===== src/core/pasic_pkg.sv =====
// Constants, field layout and state codes for the PHY management registers.
// Assumes a single 10 MHz clock and MDIO frames with MDC well below that rate.
package pasic_pkg;

    // ------------------------------------------------------------
    // Register map
    // ------------------------------------------------------------
    localparam logic [4:0] REG_AUX_CTRL = 5'h10;
    localparam logic [4:0] REG_AUX_STAT = 5'h11;
    localparam logic [4:0] REG_INT_EN = 5'h12;
    localparam logic [4:0] REG_DP_CTRL = 5'h13;

    // ------------------------------------------------------------
    // Field positions and masks
    // ------------------------------------------------------------
    localparam int AUX_BYPASS_ALIGN = 7;
    localparam logic [15:0] AUX_CTRL_MASK = 16'h00a6;
    localparam logic [15:0] INT_EN_MASK = 16'h007f;
    localparam logic [15:0] DP_CTRL_MASK = 16'h2be3;
    localparam int STAT_OVERRUN = 11;
    localparam int STAT_SPEED = 9;
    localparam int STAT_DUPLEX = 8;
    localparam int STAT_PAUSE = 7;
    localparam int NUM_EVENTS = 7;
    localparam int EV_ERR_FULL = 0;
    localparam int EV_PAGE = 1;
    localparam int EV_PAR_FAULT = 2;
    localparam int EV_CODE_WORD = 3;
    localparam int EV_LINK_DOWN = 4;
    localparam int EV_REM_FAULT = 5;
    localparam int EV_AN_DONE = 6;
    localparam int DP_ERR_CNT_DIS = 13;
    localparam int DP_AN_COMPLETE = 12;
    localparam int DP_RX_VPP = 11;
    localparam int DP_LOOPBACK = 9;
    localparam int DP_DC_RESTORE = 8;
    localparam int DP_NRZI = 7;
    localparam int DP_4B5B = 6;
    localparam int DP_ISOLATE = 5;
    localparam int DP_MODE_LO = 2;
    localparam int DP_MLT3_DIS = 1;
    localparam int DP_SCR_DIS = 0;

    // ------------------------------------------------------------
    // Reset values and mode codes
    // ------------------------------------------------------------
    localparam logic [15:0] DP_CTRL_RESET = 16'h0100;
    localparam logic [2:0] MODE_NEGOTIATING = 3'h0;
    localparam logic [2:0] MODE_ISOLATED = 3'h7;
    localparam logic [4:0] PHY_ADDR_ISOLATE = 5'h00;
    localparam int ERR_CNT_W = 16;

    // ------------------------------------------------------------
    // MDIO frame
    // ------------------------------------------------------------
    localparam logic [1:0] OP_WRITE = 2'h1;
    localparam logic [1:0] OP_READ = 2'h2;
    localparam logic [3:0] HDR_LAST = 4'hc;
    localparam logic [3:0] DATA_LAST = 4'hf;
    localparam logic [1:0] STRAP_WAIT = 2'h2;

    typedef enum logic [3:0] {
        MD_IDLE = 4'b0001,
        MD_HDR = 4'b0010,
        MD_TA = 4'b0100,
        MD_DATA = 4'b1000
    } pasic_md_state_t;

endpackage


===== src/core/pasic_err_counter.sv =====
// Receive error counter that pulses once every full wrap of its range.
// Assumes i_count is a one-cycle pulse from logic on the same clock.
`timescale 1ns/1ps
module pasic_err_counter
    import pasic_pkg::*;
#(
    parameter int WIDTH = ERR_CNT_W
)
(
    input wire logic i_clk,
    input wire logic i_reset_n,
    input wire logic i_count,
    input wire logic i_enable,
    output logic o_wrap
);

    logic [WIDTH-1:0] count;
    wire step = i_count && i_enable;
    wire at_top = &count;

    always_ff @(posedge i_clk or negedge i_reset_n)
    begin
        if (!i_reset_n)
        begin
            count <= '0;
            o_wrap <= 1'b0;
        end
        else
        begin
            if (step)
                count <= count + 1'b1;
            o_wrap <= step && at_top;
        end
    end

endmodule


===== src/core/pasic_regs.sv =====
// What this block does
// - Aux control bit 7 set bypasses receive symbol alignment.
// - Bypass plus 4B/5B bypass puts raw five-bit codes on RXER and RXD.
// - Status bit 11 sets on elastic FIFO overrun, held until read.
// - Latched flags stay set after their event until the status read.
// - Status bit 7 shows whether pause is enabled, taken live from i_pause_en.
// - Status bit 6 flags completed auto-negotiation, resets zero.
// - Status bit 5 latches on remote fault, clears on read.
// - Status bit 4 latches when link drops after up, clears on read.
// - Status bit 3 latches on received link code word.
// - Status bit 2 latches on parallel detection fault.
// - Status bit 1 latches on received page.
// - Status bit 0 latches after 64K errant packets.
// - Interrupt enable bits 6..0 gate each source, reset zero.
// - Control bit 13 stops the receive error counter.
// - Control bit 12 reads one once auto-negotiation completed.
// - Control bit 9 enables remote loopback, resets zero.
// - Control bit 8 enables DC restoration, resets one.
// - Bits 7 and 6 enable NRZI and 4B/5B, reset from straps.
// - Bit 5 or strapped address zero isolates MII and transmit.
// - Bits 4..2 report the operating mode code.
// - Bits 1 and 0 disable MLT-3 and scrambler, reset from straps.
//
// Assumes MDC and MDIO come from pins; event inputs come from the PHY core
// on the same clock. MDC must stay at or below a quarter of i_clk.
`timescale 1ns/1ps
module pasic_regs
    import pasic_pkg::*;
(
    input wire logic i_clk,
    input wire logic i_reset_n,
    input wire logic i_mdc,
    input wire logic i_mdio,
    output logic o_mdio_out,
    output logic o_mdio_oe,
    input wire logic [4:0] i_strap_phy_addr,
    input wire logic i_strap_nrzi_en,
    input wire logic i_strap_4b5b_en,
    input wire logic i_strap_mlt3_dis,
    input wire logic i_strap_scr_dis,
    input wire logic i_fifo_overrun,
    input wire logic i_remote_fault,
    input wire logic i_link_up,
    input wire logic i_code_word_rx,
    input wire logic i_par_det_fault,
    input wire logic i_page_rx,
    input wire logic i_rx_error,
    input wire logic i_an_enable,
    input wire logic i_an_complete,
    input wire logic i_pause_en,
    input wire logic i_speed_100,
    input wire logic i_full_duplex,
    output logic o_bypass_align,
    output logic o_raw_5b_rx,
    output logic o_err_cnt_disable,
    output logic o_rx_vpp_sel,
    output logic o_remote_loopback,
    output logic o_dc_restore_en,
    output logic o_nrzi_en,
    output logic o_4b5b_en,
    output logic o_isolate,
    output logic [2:0] o_mode,
    output logic o_mlt3_disable,
    output logic o_scrambler_disable,
    output logic o_irq
);

    // ------------------------------------------------------------
    // Helpers
    // ------------------------------------------------------------
    // Set wins over clear so an event in the read cycle is not lost.
    function automatic logic [NUM_EVENTS-1:0] latch_next(
        input logic [NUM_EVENTS-1:0] q,
        input logic [NUM_EVENTS-1:0] set,
        input logic clr
    );
        latch_next = (q & ~{NUM_EVENTS{clr}}) | set;
    endfunction

    // ------------------------------------------------------------
    // Pin synchronisers
    // ------------------------------------------------------------
    logic mdc_s1;
    logic mdc_s2;
    logic mdc_q;
    logic mdio_s1;
    logic mdio_s2;
    logic [8:0] strap_s1;
    logic [8:0] strap_s2;

    always_ff @(posedge i_clk or negedge i_reset_n)
    begin
        if (!i_reset_n)
        begin
            mdc_s1 <= 1'b0;
            mdc_s2 <= 1'b0;
            mdc_q <= 1'b0;
            mdio_s1 <= 1'b1;
            mdio_s2 <= 1'b1;
            strap_s1 <= 9'h000;
            strap_s2 <= 9'h000;
        end
        else
        begin
            mdc_s1 <= i_mdc;
            mdc_s2 <= mdc_s1;
            mdc_q <= mdc_s2;
            mdio_s1 <= i_mdio;
            mdio_s2 <= mdio_s1;
            strap_s1 <= {i_strap_phy_addr, i_strap_nrzi_en, i_strap_4b5b_en,
                         i_strap_mlt3_dis, i_strap_scr_dis};
            strap_s2 <= strap_s1;
        end
    end

    wire mdc_rise = mdc_s2 && !mdc_q;
    wire bit_in = mdio_s2;

    // ------------------------------------------------------------
    // Strap capture after reset release
    // ------------------------------------------------------------
    // Straps are taken once the synchronisers hold post-reset pin levels.
    logic [1:0] strap_cnt;
    logic [4:0] phy_addr;
    wire strap_load = (strap_cnt == STRAP_WAIT);

    always_ff @(posedge i_clk or negedge i_reset_n)
    begin
        if (!i_reset_n)
        begin
            strap_cnt <= 2'h0;
            phy_addr <= 5'h00;
        end
        else
        begin
            if (strap_cnt <= STRAP_WAIT)
                strap_cnt <= strap_cnt + 2'h1;
            if (strap_load)
                phy_addr <= strap_s2[8:4];
        end
    end

    // ------------------------------------------------------------
    // MDIO frame engine
    // ------------------------------------------------------------
    pasic_md_state_t state;
    logic prev_bit;
    logic [3:0] cnt;
    logic [11:0] hdr;
    logic [15:0] shreg;
    logic is_read;
    logic mine;
    logic [4:0] reg_addr;
    logic [15:0] rdata;

    wire [12:0] hdr_full = {hdr, bit_in};
    wire [1:0] hdr_op = hdr_full[11:10];
    wire [4:0] hdr_reg = hdr_full[4:0];
    wire hdr_mapped = (hdr_reg >= REG_AUX_CTRL) && (hdr_reg <= REG_DP_CTRL);
    wire hdr_match = hdr_full[12] && (hdr_full[9:5] == phy_addr) && hdr_mapped;
    wire hdr_done = mdc_rise && (state == MD_HDR) && (cnt == HDR_LAST);
    wire rd_stb = hdr_done && hdr_match && (hdr_op == OP_READ);
    wire data_done = mdc_rise && (state == MD_DATA) && (cnt == DATA_LAST);
    wire wr_stb = data_done && mine && !is_read;
    wire [15:0] wr_data = {shreg[14:0], bit_in};
    wire rd_stat = rd_stb && (hdr_reg == REG_AUX_STAT);

    always_ff @(posedge i_clk or negedge i_reset_n)
    begin
        if (!i_reset_n)
        begin
            state <= MD_IDLE;
            prev_bit <= 1'b0;
            cnt <= 4'h0;
            hdr <= 12'h000;
            shreg <= 16'h0000;
            is_read <= 1'b0;
            mine <= 1'b0;
            reg_addr <= 5'h00;
            o_mdio_out <= 1'b0;
            o_mdio_oe <= 1'b0;
        end
        else if (mdc_rise)
        begin
            unique case (state)
                MD_IDLE:
                begin
                    prev_bit <= bit_in;
                    cnt <= 4'h0;
                    if (prev_bit && !bit_in)
                        state <= MD_HDR;
                end
                MD_HDR:
                begin
                    hdr <= hdr_full[11:0];
                    cnt <= cnt + 4'h1;
                    if (hdr_done)
                    begin
                        state <= MD_TA;
                        cnt <= 4'h0;
                        is_read <= (hdr_op == OP_READ);
                        mine <= hdr_match &&
                                ((hdr_op == OP_READ) || (hdr_op == OP_WRITE));
                        reg_addr <= hdr_reg;
                        shreg <= rdata;
                    end
                end
                MD_TA:
                begin
                    cnt <= cnt + 4'h1;
                    if (cnt == 4'h0)
                    begin
                        o_mdio_oe <= mine && is_read;
                        o_mdio_out <= 1'b0;
                    end
                    else
                    begin
                        state <= MD_DATA;
                        cnt <= 4'h0;
                        o_mdio_out <= shreg[15];
                    end
                end
                MD_DATA:
                begin
                    cnt <= cnt + 4'h1;
                    if (is_read)
                    begin
                        shreg <= {shreg[14:0], 1'b0};
                        o_mdio_out <= shreg[14];
                    end
                    else
                        shreg <= wr_data;
                    if (data_done)
                    begin
                        state <= MD_IDLE;
                        prev_bit <= 1'b0;
                        o_mdio_oe <= 1'b0;
                        o_mdio_out <= 1'b0;
                    end
                end
            endcase
        end
    end

    // ------------------------------------------------------------
    // Control registers
    // ------------------------------------------------------------
    // Reserved bits are not stored; software must write them as zero anyway.
    logic [15:0] aux_ctrl;
    logic [15:0] int_en;
    logic [15:0] dp_ctrl;
    wire wr_aux = wr_stb && (reg_addr == REG_AUX_CTRL);
    wire wr_int = wr_stb && (reg_addr == REG_INT_EN);
    wire wr_dp = wr_stb && (reg_addr == REG_DP_CTRL);
    wire [3:0] straps = strap_s2[3:0];

    always_ff @(posedge i_clk or negedge i_reset_n)
    begin
        if (!i_reset_n)
        begin
            aux_ctrl <= 16'h0000;
            int_en <= 16'h0000;
            dp_ctrl <= DP_CTRL_RESET;
        end
        else
        begin
            if (wr_aux)
                aux_ctrl <= wr_data & AUX_CTRL_MASK;
            if (wr_int)
                int_en <= wr_data & INT_EN_MASK;
            if (wr_dp)
                dp_ctrl <= wr_data & DP_CTRL_MASK;
            else if (strap_load)
            begin
                dp_ctrl[DP_NRZI] <= straps[3];
                dp_ctrl[DP_4B5B] <= straps[2];
                dp_ctrl[DP_MLT3_DIS] <= straps[1];
                dp_ctrl[DP_SCR_DIS] <= straps[0];
            end
        end
    end

    // ------------------------------------------------------------
    // Latched status events
    // ------------------------------------------------------------
    logic [NUM_EVENTS-1:0] flags;
    logic overrun;
    logic link_q;
    logic an_q;
    logic err_full;
    logic [NUM_EVENTS-1:0] events;

    pasic_err_counter #(.WIDTH(ERR_CNT_W)) u_err_cnt (
        .i_clk(i_clk),
        .i_reset_n(i_reset_n),
        .i_count(i_rx_error),
        .i_enable(!dp_ctrl[DP_ERR_CNT_DIS]),
        .o_wrap(err_full)
    );

    assign events[EV_ERR_FULL] = err_full;
    assign events[EV_PAGE] = i_page_rx;
    assign events[EV_PAR_FAULT] = i_par_det_fault;
    assign events[EV_CODE_WORD] = i_code_word_rx;
    assign events[EV_LINK_DOWN] = link_q && !i_link_up;
    assign events[EV_REM_FAULT] = i_remote_fault;
    assign events[EV_AN_DONE] = i_an_complete && !an_q;

    always_ff @(posedge i_clk or negedge i_reset_n)
    begin
        if (!i_reset_n)
        begin
            flags <= '0;
            overrun <= 1'b0;
            link_q <= 1'b0;
            an_q <= 1'b0;
        end
        else
        begin
            link_q <= i_link_up;
            an_q <= i_an_complete;
            flags <= latch_next(flags, events, rd_stat);
            overrun <= i_fifo_overrun || (overrun && !rd_stat);
        end
    end

    // ------------------------------------------------------------
    // Read data and outputs
    // ------------------------------------------------------------
    wire addr_iso = (phy_addr == PHY_ADDR_ISOLATE) && (strap_cnt > STRAP_WAIT);
    wire iso = dp_ctrl[DP_ISOLATE] || addr_iso;
    wire [2:0] live_mode = {i_full_duplex, i_speed_100, !i_speed_100};
    wire [2:0] mode = (iso && !i_an_enable) ? MODE_ISOLATED :
                      (i_an_enable && !i_an_complete) ? MODE_NEGOTIATING :
                      live_mode;
    wire [15:0] stat_rd = {4'h0, overrun, 1'b0, i_speed_100, i_full_duplex,
                           i_pause_en, flags};
    wire [15:0] dp_rd = {dp_ctrl[15:13], i_an_complete,
                         dp_ctrl[11:5], mode, dp_ctrl[1:0]};

    assign rdata = (hdr_reg == REG_AUX_CTRL) ? aux_ctrl :
                   (hdr_reg == REG_AUX_STAT) ? stat_rd :
                   (hdr_reg == REG_INT_EN) ? int_en :
                   (hdr_reg == REG_DP_CTRL) ? dp_rd : 16'h0000;

    assign o_bypass_align = aux_ctrl[AUX_BYPASS_ALIGN];
    assign o_raw_5b_rx = aux_ctrl[AUX_BYPASS_ALIGN] && !dp_ctrl[DP_4B5B];
    assign o_err_cnt_disable = dp_ctrl[DP_ERR_CNT_DIS];
    assign o_rx_vpp_sel = dp_ctrl[DP_RX_VPP];
    assign o_remote_loopback = dp_ctrl[DP_LOOPBACK];
    assign o_dc_restore_en = dp_ctrl[DP_DC_RESTORE];
    assign o_nrzi_en = dp_ctrl[DP_NRZI];
    assign o_4b5b_en = dp_ctrl[DP_4B5B];
    assign o_isolate = iso;
    assign o_mode = mode;
    assign o_mlt3_disable = dp_ctrl[DP_MLT3_DIS];
    assign o_scrambler_disable = dp_ctrl[DP_SCR_DIS];
    assign o_irq = |(flags & int_en[NUM_EVENTS-1:0]);
endmodule


===== config.mk =====
export PLATFORM = sky130hd
export DESIGN_NAME = pasic_regs
export DESIGN_NICKNAME = d
export VERILOG_FILES = /design/src/core/pasic_pkg.sv /design/src/core/pasic_err_counter.sv /design/src/core/pasic_regs.sv
export SDC_FILE = /design/constraint.sdc
export NUM_CORES = 1
export LEC_CHECK = 0
export BUFFER_PORTS_ARGS = -buffer_cell sky130_fd_sc_hd__buf_2
export CAP_MARGIN = 25
export CORE_UTILIZATION = 64
export DETAILED_ROUTE_END_ITERATION = 8
export HOLD_SLACK_MARGIN = 0.06
export PLACE_DENSITY_LB_ADDON = 0.3
export SLEW_MARGIN = 10
export SYNTH_ARGS = -nofsm -noshare
export SYNTH_HDL_FRONTEND = slang
export SYNTH_SLANG_ARGS = --single-unit

===== constraint.sdc =====
create_clock -name i_clk -period 4.7 [get_ports i_clk]
set_input_delay 0.94 -clock i_clk [delete_from_list [all_inputs] [get_ports i_clk]]
set_output_delay 0.94 -clock i_clk [all_outputs]
set_load 0.05 [all_outputs]

# Word-level counts from Yosys, hierarchy flattened
# Cells that the tools add are included.
[totals]
out_inout_bits = 17
inputBits = 25
word_cells = 149
reg_bits = 123
[classes]
add_sub_neg = 3
n_eq_ne = 23
mux = 29
n_bitwise = 4
order_cmp = 4
n_reduce_logical = 57
[ops]
columns = ["cell", "n"]
rows = [
  ["2-to-1 mux 14 bit", 4],
  ["equality test 5 bit (second input constant)", 7],
  ["one-hot mux 16 bit (2 select lines)", 1],
  ["one-hot mux 4 bit (4 select lines)", 2],
  ["logical AND 1 bit", 28],
  ["2-to-1 mux 4 bit", 6],
  ["adder 16 x 1 -> 16 bit (second input constant)", 1],
  ["2-to-1 mux 16 bit", 1],
  ["AND reduction 16 bit", 1],
  ["bitwise AND 7 bit", 2],
  ["equality test 4 bit (second input constant)", 3],
  ["AND reduction 3 bit", 4],
  ["logical NOT 1 bit", 11],
  ["!= test 2 bit (second input constant)", 5],
  ["2-to-1 mux 2 bit", 4],
  ["nonzero test 2 bit", 4],
  ["inverter 7 bit", 1],
  ["OR 7 bit", 1],
  ["OR reduction 7 bit", 1],
  ["2-to-1 mux 1 bit", 6],
  ["2-to-1 mux 3 bit", 2],
  ["one-hot mux 1 bit (2 select lines)", 3],
  ["equality test 5 bit", 1],
  ["greater-or-equal comparator 5 bit (second input constant)", 1],
  ["other kinds (17)", 20],
]

# Depth between registers and ports, before layout
[logic_depth]
depth_word = 11
mapped_depth = 9
depth_no_buf = 7

# Modules after synthesis
# From an unflattened synthesis, not the netlist that was laid out.
[hier_totals]
hier_cells = 484
area_unflattened_um2 = 5556.6
[by_module_without_submodules]
columns = ["module", "cells_per_inst", "area_each_um2", "instances", "seq_area_each_um2"]
rows = [
  ["pasic_regs", 424, 4824.6, 1, 2657.5],
  ["pasic_err_counter", 60, 732.0, 1, 425.4],
]

# Least setup slack after synthesis
# No wires, ideal clock.
[synth_path]
path_kind = "register to register"
from = "register state[2]"
to = "register dp_ctrl[11]"
n_path_buf = 3
t_required_ps = 4575
setup_slack_ps = 2130
setup_ps = 125
stages_incl_launch_ff = 8
t_arrival_ps = 2445
synth_period_minus_slack_ps = 2570
cell_sequence = "dfrtp_1 -> or4b_1 -> buf_2 -> or3_4 -> or4_4 -> buf_6 -> buf_6 -> mux2_4"
[synth_between]
elab_chain_len = 6
[synth_lines]
columns = ["item", "line_no", "rtl"]
rows = [
  ["start, declared", "pasic_regs.sv:146", "pasic_md_state_t state;"],
  ["start signal, assigned", "pasic_regs.sv:172", "state <= MD_IDLE;"],
  ["start signal, assigned", "pasic_regs.sv:191", "state <= MD_HDR;"],
  ["start signal, assigned", "pasic_regs.sv:199", "state <= MD_TA;"],
  ["equality test 4 bit", "pasic_regs.sv:163", "wire data_done = mdc_rise && (state == MD_DATA) && (cnt == DATA_LAST);"],
  ["logical AND 1 bit (2 in a row)", "pasic_regs.sv:163", ""],
  ["logical AND 1 bit (2 in a row)", "pasic_regs.sv:164", "wire wr_stb = data_done && mine && !is_read;"],
  ["logical AND 1 bit", "pasic_regs.sv:254", "wire wr_dp = wr_stb && (reg_addr == REG_DP_CTRL);"],
  ["end signal, assigned", "pasic_regs.sv:272", "dp_ctrl <= wr_data & DP_CTRL_MASK;"],
  ["end signal, assigned by index", "pasic_regs.sv:275", "dp_ctrl[DP_NRZI] <= straps[3];"],
  ["end signal, assigned by index", "pasic_regs.sv:276", "dp_ctrl[DP_4B5B] <= straps[2];"],
  ["end, declared", "pasic_regs.sv:251", "logic [15:0] dp_ctrl;"],
]
# No other way between the ends.
# A chain may end at the register's enable or synchronous reset.

# Worst setup path in the final report
[layout_path]
from = "register phy_addr[1]"
to = "output port o_mode[0]"
[layout_between]
elab_chain_len = 5
[layout_lines]
columns = ["item", "line_no", "rtl"]
rows = [
  ["start, declared", "pasic_regs.sv:124", "logic [4:0] phy_addr;"],
  ["start signal, assigned", "pasic_regs.sv:139", "phy_addr <= strap_s2[8:4];"],
  ["logical NOT 5 bit", "pasic_regs.sv:330", "wire addr_iso = (phy_addr == PHY_ADDR_ISOLATE) && (strap_cnt > STRAP_WAIT);"],
  ["logical AND 1 bit", "pasic_regs.sv:330", ""],
  ["logical OR 1 bit", "pasic_regs.sv:331", "wire iso = dp_ctrl[DP_ISOLATE] || addr_iso;"],
  ["logical AND 1 bit", "pasic_regs.sv:333", "wire [2:0] mode = (iso && !i_an_enable) ? MODE_ISOLATED :"],
  ["2-to-1 mux 3 bit", "pasic_regs.sv:333", ""],
  ["end, declared", "pasic_regs.sv:62", "output logic [2:0] o_mode,"],
]
# No other way between the ends.

==> impl_metrics.ini <==
[logic_synthesis]
number_of_distinct_library_cell_variants_in_the_gate_level_netlist_after_synthesis = 47
postSynth.topFlopCell = dfrtp_1
proportion_of_register_bits_with_asynchronous_set_or_reset_after_synthesis = 1.00
synthesis.instances = 470
synth_nets = 501
area_of_the_mapped_netlist_sq_mm = 0.00530
synth.avg_cell_area_sq_um = 11.3
fraction_of_the_yosys_area_taken_by_sequential_cells = 0.582
yosys_register_bits = 123
synth_edf_count = 0
ys.warnings.count = 0

[routing]
detailroute.via_count = 3877
detail_route.drc_violations = 0
routed_wire_length_um = 11700
avgRoutedWirePerCell_um = 18.5
dr.first_iter.drc_count = 353
drt_first_pass_iters = 5
final_antenna_net_count = 0
routed_vias_inst = 6.13

[finish]
sequential_cell_area_sq_mm = 0.00308
multi_input_comb_area_sq_mm = 0.00211
layout.cells.most_common_list = 119 x dfrtp_1, 62 x nand2_1, 40 x buf_2, 38 x nor2_1, 37 x mux2_2
antenna_cells = 0
layout.cells.most_common = dfrtp_1
nNetsFinal = 548
syn_to_final_growth_pct = 16.7
drive_above_1_share = 0.236
fillerInstances = 485

[die]
std_cell_rows = 32
die_area_sq_mm = 0.00865
floorplan.die.height_um = 93
fp.coreArea_sq_mm = 0.00789
chipWidth_um = 93
ios = 42
initial_core_util = 0.672

[critical_path]
critical_path.max_fanout = 5
worstPathCellList = nor4_1, nand3b_1, nand3_1, buf_2
timing.critical_path.buf_inv = 1
criticalPathCategory = flip-flop to output pin
worstPathRequired_ps = 3760
startpoint_type = flip-flop
endpoint_kind = output pin
rrSetupSlack_ps = 2030
critPathArrivalTime_ps = 2350
critical_path.max_stage_delay_ps = 650
critical-path-top-delay-family = simple AND/OR/NAND/NOR gates
critical-path-slowest-cell = nor4_1

[clock_network]
clkSlewWorstSetupHoldPaths_ps = 60
cts_post_setup_buffers_inserted = 0
postCtsHoldBufs = 0
cts-buffers-inserted = 17
cts.htree.levels = 4
clock_tree.buffer_depth = 2
clock_insertion_delay_worst_skew_ps = 530
cts_tree = built
clock_tree.root_cell = clkbuf_8
cts_sinks = 123
post_cts_resize_count = 0

[power_and_ir_drop]
design_power_total_w = 0.00325
switching_power_w = 0.00101
power_per_cell_area_mw_per_mm2 = 526
cellLeakagePower_nw = 2.89
p_int_w = 0.00224
power.clock.fraction = 0.401
vdd_drop_max_mv = 0.307
power.share.switching = 0.310
combPwrFrac = 0.153
seqPwrFrac = 0.446

[sta]
timing.final.crit_share = 0.700
clock_skew_ps = 6.77
final_hold_violating_endpoints = 0
totalNegativeSetupSlack_ps = 0
rsz0062_at_grt = false
final-setup-viol-count = 0
timing.fmax_ghz = 0.304
maxSlewViolCount = 0
worst_pin_slew_ps = 781
slew_headroom = 0.479
finalCriticalPeriod_ps = 3290

[grt]
grt.busiest_layer = met2
global_route.usage.met3 = 0.0748
met2_demand_to_capacity_share_in_global_routing = 0.494
antenna_violations_before_repair = 0
globalRouteTotalUtil = 0.305
grt_pass1_vias = 3862
grt_max_degree = 67
met1_usage = 0.399
first_pass_grt_wire_length_um = 19500
grt_overflow = 0

[placement]
port_buffers = 41
detailed_place_hpwl_um = 7640
gpl.final_weighted_congestion = 0.905

[run_status]
status = finished, final reports clean

[hold_path]
worst_hold_path_type = flip-flop to flip-flop

[flow_run]
drv_cap = 0
## metrics by stage
step / hold slack [ps] / area, sq um / setup slack, ps / util / std cells
global placement: 332 / 5600 / 2040 / 0.709 / 600
finish: 348 / 6180 / 1410 / 0.784 / 632
CTS: 349 / 6180 / 1410 / 0.784 / 632
global route: 359 / 6180 / 1320 / 0.784 / 632
detailed placement: 335 / 5600 / 1990 / 0.709 / 600
floorplan: 331 / 5300 / 2130 / - / 470
## power groups by stage
| stage | clock [W] | combinational [W] | sequential (W) |
|---|---|---|---|
| floorplan | 0 | 0.000400 | 0.00137 |
| global placement | 0 | 0.000465 | 0.00144 |
| detailed placement | 0 | 0.000486 | 0.00145 |
| CTS | 0.00132 | 0.000498 | 0.00144 |
| global route | 0.00137 | 0.000558 | 0.00147 |
| finish | 0.00130 | 0.000497 | 0.00145 |
## per-layer routing
layer / vias to the layer above / part of all wire
met1: 1951 / 0.42
li1: 1759 / -
met5: - / 0
met2: 142 / 0.51
met3: 25 / 0.058
met4: 0 / 0.019
## cells by family (layout without fill, tap and decap cells)
| logic type | Yosys count | in the layout | share of synthesized area |
|---|---|---|---|
| multiplexers | 43 | 43 | 0.0918 |
| AND/OR/NAND/NOR | 176 | 176 | 0.163 |
| XOR/XNOR | 21 | 21 | 0.0347 |
| buffers and inverters | 25 | 85 | 0.0208 |
| flip-flops | 123 | 123 | 0.582 |
| adder cells (fa/ha/maj) | 6 | 6 | 0.0142 |
| AO/OA/AOI/OAI | 76 | 76 | 0.0940 |
## final timing paths
kind | start | endpoint | cells past startpoint
min in group asynchronous | i_reset_n | hdr[8] | 1
max in group asynchronous | i_reset_n | dp_ctrl[8] | 2
min | strap_s1[8] | strap_s2[8] | 0
min reg2reg | strap_s1[8] | strap_s2[8] | 0
max reg2reg | state[2] | dp_ctrl[11] | 4
max | phy_addr[1] | o_mode[0] | 4
## Yosys cell counts (all sizes together) (6+ instances only)
| library cell | n | area (sq um) |
|---|---|---|
| nand4 | 8 | 50.1 |
| a21o | 9 | 67.6 |
| xor2 | 9 | 78.8 |
| nor2 | 38 | 143 |
| nand3 | 21 | 105 |
| nand2b | 8 | 50.1 |
| ha | 6 | 75.1 |
| a22oi | 6 | 45.0 |
| o21ai | 19 | 95.1 |
| and3 | 6 | 37.5 |
| nor2b | 9 | 56.3 |
| inv | 7 | 26.3 |
| dfrtp | 119 | 2980 |
| nand2 | 62 | 233 |
| a21oi | 17 | 85.1 |
| mux2 | 39 | 447 |
| xnor2 | 12 | 105 |
| clkbuf | 14 | 52.6 |
## final cells by class
type / instances / share of cell area
sequential: 123 / 0.498
tap: 102 / 0.0206
inverter: 7 / 0.00425
multi-input combinational: 322 / 0.342
timing repair buffer: 46 / 0.0397
clock buffer: 17 / 0.0670
clock inverter: 15 / 0.0283
No activity file was read; power rests on OpenSTA's default activity.
